`config.mk`:
```
export PLATFORM = sky130hd
export DESIGN_NAME = swfc_port0_regs
export DESIGN_NICKNAME = d
export VERILOG_FILES = /design/src/verilog/swfc_pkg.sv /design/src/verilog/swfc_port0_regs.sv
export VERILOG_INCLUDE_DIRS = /design/src /design/src/verilog
export SDC_FILE = /design/constraint.sdc
export NUM_CORES = 1
export LEC_CHECK = 0
export CAP_MARGIN = 20
export CORE_ASPECT_RATIO = 0.75
export CORE_UTILIZATION = 37
export CTS_CLUSTER_SIZE = 20
export DETAILED_ROUTE_END_ITERATION = 10
export DONT_BUFFER_PORTS = 1
export PLACE_DENSITY = 0.56
export SLEW_MARGIN = 20
export SYNTH_ARGS = -nofsm -noshare
export SYNTH_HDL_FRONTEND = slang
export SYNTH_SLANG_ARGS = --single-unit
```
`constraint.sdc`:
```
create_clock -name sys_clk -period 1.4 [get_ports sys_clk]
set_input_delay 0.14 -clock sys_clk [delete_from_list [all_inputs] [get_ports sys_clk]]
set_output_delay 0.14 -clock sys_clk [all_outputs]
set_load 0.005 [all_outputs]
```
`src/verilog/swfc_defines.svh`:
```
// Offsets, field positions, reset values and counts for the port 0 flow
// control register and the indirect fabric register window.
// Assumes a 12-bit APB byte address and a 200 MHz sys_clk.
`ifndef SWFC_DEFINES_SVH
`define SWFC_DEFINES_SVH

`define SWFC_FC_OFS     12'h1A8
`define SWFC_DATA_OFS   12'h1AC
`define SWFC_CMD_OFS    12'h1B0

`define SWFC_FC_COUPLE  7
`define SWFC_FC_BP      6
`define SWFC_FC_DUP     5
`define SWFC_FC_CRX     4
`define SWFC_FC_CTX     3
`define SWFC_FC_RXEN    2
`define SWFC_FC_TXEN    1
`define SWFC_FC_MAN     0

`define SWFC_CMD_BUSY   31
`define SWFC_CMD_DIR    30
`define SWFC_IDX_W      16

`define SWFC_DATA_RST   32'h0000_0000
`define SWFC_STRAP_WAIT 2'h3

`endif

```
`src/verilog/swfc_pkg.sv`:
```
// Types shared by the port 0 flow control and fabric window block.
// Assumes swfc_defines.svh is on the include path.
`include "swfc_defines.svh"

package swfc_pkg;

    typedef enum {FAB_IDLE, FAB_WAIT} swfc_fab_state_t;

    typedef struct packed {
        logic fifo_coupling;
        logic backpressure;
        logic rx_pause;
        logic tx_pause;
        logic manual;
    } swfc_fc_cfg_t;

    typedef struct packed {
        logic                    valid;
        logic                    wr;
        logic [`SWFC_IDX_W-1:0]  index;
        logic [31:0]             wdata;
    } swfc_fab_req_t;

    typedef struct packed {
        logic        ack;
        logic [31:0] rdata;
    } swfc_fab_rsp_t;

endpackage : swfc_pkg

```
`src/verilog/swfc_port0_regs.sv`:
```
// APB register slice: port 0 flow control and the indirect fabric window.
// Assumes fabric and port status inputs share sys_clk; straps are pins.
`timescale 1ns/1ps
`include "swfc_defines.svh"

module swfc_port0_regs
    import swfc_pkg::*;
(
    input  wire logic          sys_clk,
    input  wire logic          rst,
    input  wire logic          psel,
    input  wire logic          penable,
    input  wire logic          pwrite,
    input  wire logic [11:0]   paddr,
    input  wire logic [31:0]   pwdata,
    output logic      [31:0]   prdata,
    output logic               pready,
    output logic               pslverr,
    input  wire logic          backpressure_strap,
    input  wire logic          duplex_pause_strap,
    input  wire logic          manual_select_strap,
    input  wire logic          an_enable,
    input  wire logic          an_rx_pause,
    input  wire logic          an_tx_pause,
    input  wire logic          port_half_duplex,
    input  wire logic          mac_rx_fifo_high,
    input  wire logic          sw_rx_fifo_high,
    output logic               sw_tx_hold,
    output logic               mac_tx_hold,
    output logic               backpressure_gen,
    output logic               rx_pause_active,
    output logic               tx_pause_active,
    output swfc_fab_req_t      fab_req,
    input  wire swfc_fab_rsp_t fab_rsp
);

    //--------------------------------------------------------------------
    // Bus decode
    //--------------------------------------------------------------------
    logic setup_rd;
    logic acc_wr;
    logic hit_fc;
    logic hit_data;
    logic hit_cmd;

    assign hit_fc   = (paddr == `SWFC_FC_OFS);
    assign hit_data = (paddr == `SWFC_DATA_OFS);
    assign hit_cmd  = (paddr == `SWFC_CMD_OFS);
    assign setup_rd = psel && !penable;
    assign acc_wr   = psel && penable && pwrite;
    assign pready   = psel && penable;

    //--------------------------------------------------------------------
    // Strap capture
    //--------------------------------------------------------------------
    // Straps pass three flops; after a three-cycle wait the value is taken once the last two agree.
    logic [2:0] strap_s1_q;
    logic [2:0] strap_s2_q;
    logic [2:0] strap_s3_q;
    logic [1:0] strap_cnt_q;
    logic [1:0] strap_cnt_d;
    logic       strap_pend_q;
    logic       strap_pend_d;
    logic       strap_load;

    always_comb begin
        strap_cnt_d  = strap_cnt_q;
        strap_pend_d = strap_pend_q;
        strap_load   = 1'b0;
        if (strap_pend_q) begin
            if (strap_cnt_q != `SWFC_STRAP_WAIT) begin
                strap_cnt_d = strap_cnt_q + 2'h1;
            end else if (strap_s2_q == strap_s3_q) begin
                strap_load   = 1'b1;
                strap_pend_d = 1'b0;
            end
        end
    end

    always_ff @(posedge sys_clk) begin
        if (rst) begin
            strap_s1_q   <= 3'h0;
            strap_s2_q   <= 3'h0;
            strap_s3_q   <= 3'h0;
            strap_cnt_q  <= 2'h0;
            strap_pend_q <= 1'b1;
        end else begin
            strap_s1_q   <= {backpressure_strap, duplex_pause_strap, manual_select_strap};
            strap_s2_q   <= strap_s1_q;
            strap_s3_q   <= strap_s2_q;
            strap_cnt_q  <= strap_cnt_d;
            strap_pend_q <= strap_pend_d;
        end
    end

    //--------------------------------------------------------------------
    // Flow control configuration
    //--------------------------------------------------------------------
    swfc_fc_cfg_t cfg_q;
    swfc_fc_cfg_t cfg_d;

    always_comb begin
        cfg_d = cfg_q;
        if (strap_load) begin
            cfg_d.backpressure = strap_s3_q[2];
            cfg_d.rx_pause     = strap_s3_q[1];
            cfg_d.tx_pause     = strap_s3_q[1];
            cfg_d.manual       = strap_s3_q[0];
        end
        if (acc_wr && hit_fc) begin
            // Status and reserved bits are simply not stored.
            cfg_d.fifo_coupling = pwdata[`SWFC_FC_COUPLE];
            cfg_d.backpressure  = pwdata[`SWFC_FC_BP];
            cfg_d.rx_pause      = pwdata[`SWFC_FC_RXEN];
            cfg_d.tx_pause      = pwdata[`SWFC_FC_TXEN];
            cfg_d.manual        = pwdata[`SWFC_FC_MAN];
        end
    end

    always_ff @(posedge sys_clk) begin
        if (rst) begin
            cfg_q <= '0;
        end else begin
            cfg_q <= cfg_d;
        end
    end

    //--------------------------------------------------------------------
    // Effective flow control
    //--------------------------------------------------------------------
    // Negotiated pause bits are only read here, never written back.
    logic use_regs;
    logic eff_rx;
    logic eff_tx;
    logic dup_q;

    assign use_regs = cfg_q.manual || !an_enable;
    assign eff_rx   = use_regs ? cfg_q.rx_pause : an_rx_pause;
    assign eff_tx   = use_regs ? cfg_q.tx_pause : an_tx_pause;

    always_ff @(posedge sys_clk) begin
        if (rst) begin
            dup_q            <= 1'b0;
            rx_pause_active  <= 1'b0;
            tx_pause_active  <= 1'b0;
            backpressure_gen <= 1'b0;
            sw_tx_hold       <= 1'b0;
            mac_tx_hold      <= 1'b0;
        end else begin
            dup_q            <= port_half_duplex;
            rx_pause_active  <= eff_rx && !port_half_duplex;
            tx_pause_active  <= eff_tx && !port_half_duplex;
            backpressure_gen <= cfg_q.backpressure && port_half_duplex;
            sw_tx_hold       <= cfg_q.fifo_coupling && mac_rx_fifo_high;
            mac_tx_hold      <= cfg_q.fifo_coupling && sw_rx_fifo_high;
        end
    end

    //--------------------------------------------------------------------
    // Indirect fabric access
    //--------------------------------------------------------------------
    swfc_fab_state_t          st_q;
    swfc_fab_state_t          st_d;
    logic                     busy_q;
    logic                     busy_d;
    logic                     dir_q;
    logic                     dir_d;
    logic [`SWFC_IDX_W-1:0]   idx_q;
    logic [`SWFC_IDX_W-1:0]   idx_d;
    logic [31:0]              data_q;
    logic [31:0]              data_d;
    logic [31:0]              fab_rd_q;
    logic [31:0]              fab_rd_d;

    always_comb begin
        st_d     = st_q;
        busy_d   = busy_q;
        dir_d    = dir_q;
        idx_d    = idx_q;
        data_d   = data_q;
        fab_rd_d = fab_rd_q;
        // Writes are ignored while busy so the request stays stable.
        if (acc_wr && !busy_q) begin
            if (hit_cmd) begin
                busy_d = pwdata[`SWFC_CMD_BUSY];
                dir_d  = pwdata[`SWFC_CMD_DIR];
                idx_d  = pwdata[`SWFC_IDX_W-1:0];
            end
            if (hit_data) begin
                data_d = pwdata;
            end
        end
        unique case (st_q)
            FAB_IDLE: begin
                if (busy_q) begin
                    st_d = FAB_WAIT;
                end
            end
            FAB_WAIT: begin
                if (fab_rsp.ack) begin
                    st_d   = FAB_IDLE;
                    busy_d = 1'b0;
                    if (dir_q) begin
                        fab_rd_d = fab_rsp.rdata;
                    end
                end
            end
        endcase
    end

    always_ff @(posedge sys_clk) begin
        if (rst) begin
            st_q     <= FAB_IDLE;
            busy_q   <= 1'b0;
            dir_q    <= 1'b0;
            idx_q    <= '0;
            data_q   <= `SWFC_DATA_RST;
            fab_rd_q <= `SWFC_DATA_RST;
        end else begin
            st_q     <= st_d;
            busy_q   <= busy_d;
            dir_q    <= dir_d;
            idx_q    <= idx_d;
            data_q   <= data_d;
            fab_rd_q <= fab_rd_d;
        end
    end

    assign fab_req.valid = (st_q == FAB_WAIT);
    assign fab_req.wr    = !dir_q;
    assign fab_req.index = idx_q;
    assign fab_req.wdata = data_q;

    //--------------------------------------------------------------------
    // Read data
    //--------------------------------------------------------------------
    logic [31:0] rd_q;
    logic [31:0] rd_d;
    logic        err_q;
    logic        err_d;

    always_comb begin
        rd_d  = rd_q;
        err_d = err_q;
        if (setup_rd || (psel && !penable)) begin
            rd_d  = 32'h0000_0000;
            err_d = !(hit_fc || hit_data || hit_cmd);
            if (!pwrite && hit_fc) begin
                rd_d[`SWFC_FC_COUPLE] = cfg_q.fifo_coupling;
                rd_d[`SWFC_FC_BP]     = cfg_q.backpressure;
                rd_d[`SWFC_FC_DUP]    = dup_q;
                rd_d[`SWFC_FC_CRX]    = rx_pause_active;
                rd_d[`SWFC_FC_CTX]    = tx_pause_active;
                rd_d[`SWFC_FC_RXEN]   = cfg_q.rx_pause;
                rd_d[`SWFC_FC_TXEN]   = cfg_q.tx_pause;
                rd_d[`SWFC_FC_MAN]    = cfg_q.manual;
            end
            if (!pwrite && hit_data) begin
                rd_d = dir_q ? fab_rd_q : data_q;
            end
            if (!pwrite && hit_cmd) begin
                rd_d[`SWFC_CMD_BUSY]     = busy_q;
                rd_d[`SWFC_CMD_DIR]      = dir_q;
                rd_d[`SWFC_IDX_W-1:0]    = idx_q;
            end
        end
    end

    always_ff @(posedge sys_clk) begin
        if (rst) begin
            rd_q  <= 32'h0000_0000;
            err_q <= 1'b0;
        end else begin
            rd_q  <= rd_d;
            err_q <= err_d;
        end
    end

    assign prdata  = rd_q;
    assign pslverr = err_q && pready;
endmodule : swfc_port0_regs
```
==> reports/results.ini <==
[status]
status=complete, but fails checks
violations=hold timing, setup timing

[logic_synthesis]
async_flop_share_pct=0
syn-instance-count=668
synth_compound_area_share_pct=17.87
synth-simple-area-share_pct=21.56
syn_area_sq_um=5903
synth_edf_count=0
synth-adder-area-share_pct=0.2120
syn_avg_cell_area_sq_um=8.837
yosys.cell_types.count=42
synthMuxAreaShare_pct=6.443
synth_top_family_by_area=simple AND/OR/NAND/NOR gates
synth_flop_cell=dfxtp_1
ys_warn_count=0
synth_nets=760
synth_xor_xnor_area_share_pct=0.5935
ys_ff_latch=139
ys_seq_area_share_pct=47.14

[timing]
max_freq_ghz=0.7067
finalSetupViolCount=1
rsz0062_at_grt=true
tightest_slew_ns=0.9070
hold_viol=93
whs_ns=-0.2023
max-slew-margin-rel_pct=39.39
period_needed_ns=1.415
period_share_pct=101.1
drv_slew=0
skew_ns=0.007271
setup_tns_ns=-0.01500
worst_slack_ns=-0.01500

[die]
fp.dieW_um=147.9
die-area_sq_um=16470
die_h_um=111.4
coreArea_sq_um=15420
placementRows=39
ios=180
start_util_pct=38.28

[grt]
grt_max_degree=109
antenna_found_initial=0
grt_first_pass_wirelength_mm=28.17
grt_pass1_vias=5129
overflow=0
track_usage_pct=22.23

[route]
dr.pass1.iters=6
drc=0
num_vias=5108
routedWlPerCell_um=20.41
postRouteWirelength_mm=18.37
dr.first_iter.drc_count=330
ant_nets=0
viasPerCell=5.676

[critical_path]
startpoint_type=register
cp.required_ns=1.70
cp_data_arrival_time_ns=1.71
path_class=register to register
ff2ff_setup_slack_ns=-0.02
path_max_fanout=4
setup.worst_path.start=strap_s2_q[2]
r2r-start=strap_s2_q[2]
cp-end-kind=register

[clocking]
h-tree-depth=4
cts_made_buffers=17
clockRootBuffer=clkbuf_16
cts_tree=done
cts_sinks=139
cts.path.max_buffers=2
clkTransAtPathRegs_ns=0.06
clock_latency_ns=0.42

[cells_and_area]
drive_above_1_share_pct=13.09
nNetsFinal=774
syn2layout_area_growth_pct=20.22
antenna_cells=0
layout_common_cells=dfxtp_1, a21oi_1, nand2_1
layout.cells.most_common=dfxtp_1

[power]
powerDensity_nw_per_um2=1268
p_leak_nw=2.295
ir_drop_v=0.0006715

[placement]
gp_congestion=0.7966
hpwlAfterDp_mm=11.75
post-place-ws_ns=-0.02279
io_buffer_count=0

[hold_path]
hp-start=rst
min_path_type=input pin to register

[job]
drv_cap=0

[cell families after synthesis]
group,Yosys count
fa+ha+maj,1
compound gates,202
buf+inv,63
mux,38
simple gates,221
flops,139
xor+xnor,4
[power breakdown]
part	switching [mW]	total [mW]	internal [mW]
clock	1.72	4.56	2.84
sequential	0.0377	4.04	4.00
combinational	0.201	0.400	0.199
[critical path: stages, from the launching register on]
cell      delay (ns)
dfxtp_2         0.33
xor2_2          0.19
nor4b_4         0.27
buf_4           0.19
mux2i_2         0.22
a211oi_2        0.09
[sequential cells by signal, indices dropped and copies added (netlist names), 2 cells and up]
| register | count |
|---|---|
| data_q | 32 |
| fab_rd_q | 32 |
| prdata | 32 |
| idx_q | 16 |
| cfg_q | 5 |
| strap_s1_q | 3 |
| strap_s2_q | 3 |
| strap_s3_q | 3 |
| strap_cnt_q | 2 |
[routing by layer]
| layer | wire length [um] | track usage (%) | vias up | share of wire, % |
|---|---|---|---|---|
| met5 | 0 | 0 | - | 0 |
| met4 | 301 | 7.216 | 0 | 1.6 |
| met3 | 1988 | 8.893 | 22 | 11 |
| met2 | 8535 | 35.35 | 237 | 46 |
| met1 | 7545 | 27.43 | 2451 | 41 |
| li1 | - | - | 2398 | - |
[synth_stat cells (all sizes together), types with 3 or more instances]
| library cell | number | share of area, % |
|---|---|---|
| dfxtp | 139 | 47 |
| a21oi | 101 | 8.6 |
| nand2 | 99 | 6.3 |
| o21ai | 83 | 7.0 |
| nand4b | 49 | 7.3 |
| clkbuf | 41 | 2.9 |
| mux2i | 38 | 6.4 |
| nor2 | 27 | 2.0 |
| buf | 18 | 3.0 |
| a211oi | 14 | 1.8 |
| nor2b | 14 | 1.5 |
| nor3 | 6 | 0.51 |
| inv | 4 | 0.25 |
| nand3 | 4 | 0.34 |
| nand4 | 4 | 0.53 |
| nor4b | 4 | 1.2 |
| and2 | 3 | 0.32 |
| and3 | 3 | 0.32 |
[metrics by stage]
step | cell area, sq um | power, mW | hold slack, ns | instances | utilization, %
2_1_floorplan | 5903 | 4.361 | 0.2193 | 668 | -
3_3_place_gp | 6182 | 4.404 | 0.2169 | 844 | 40.09
3_5_place_dp | 6182 | 4.419 | 0.2201 | 844 | 40.09
4_1_cts | 6968 | 9.015 | -0.2302 | 895 | 45.19
5_1_grt | 7097 | 9.307 | -0.2293 | 900 | 46.02
6_report | 7097 | 8.998 | -0.2023 | 900 | 46.02
[final timing paths]
check                        end  depth (start not counted)
setup / recovery        cfg_q[1]                          5
hold / removal    strap_cnt_q[0]                          1
setup reg to reg        cfg_q[1]                          5
hold reg to reg     fab_rd_q[30]                          2
[final cells by class]
type / count / area (sq um)
clock buffers: 20 / 446.7
multi-input cells: 466 / 2826
well taps: 205 / 256.5
fillers: 1470 / 8323
repair buffers: 54 / 611.8
flip-flops and latches: 139 / 2793
clock inverters: 12 / 147.6
inverters: 4 / 15.01
[timing repair]
item	CTS	global route
endpoints found under the hold margin	110	93
setup endpoints to repair	4	46
hold buffers	18	1
pin swaps	2	7
buffers inserted	1	3
resized for setup	2	67
cloned	0	1
No activity file was read; power rests on OpenSTA's default activity.
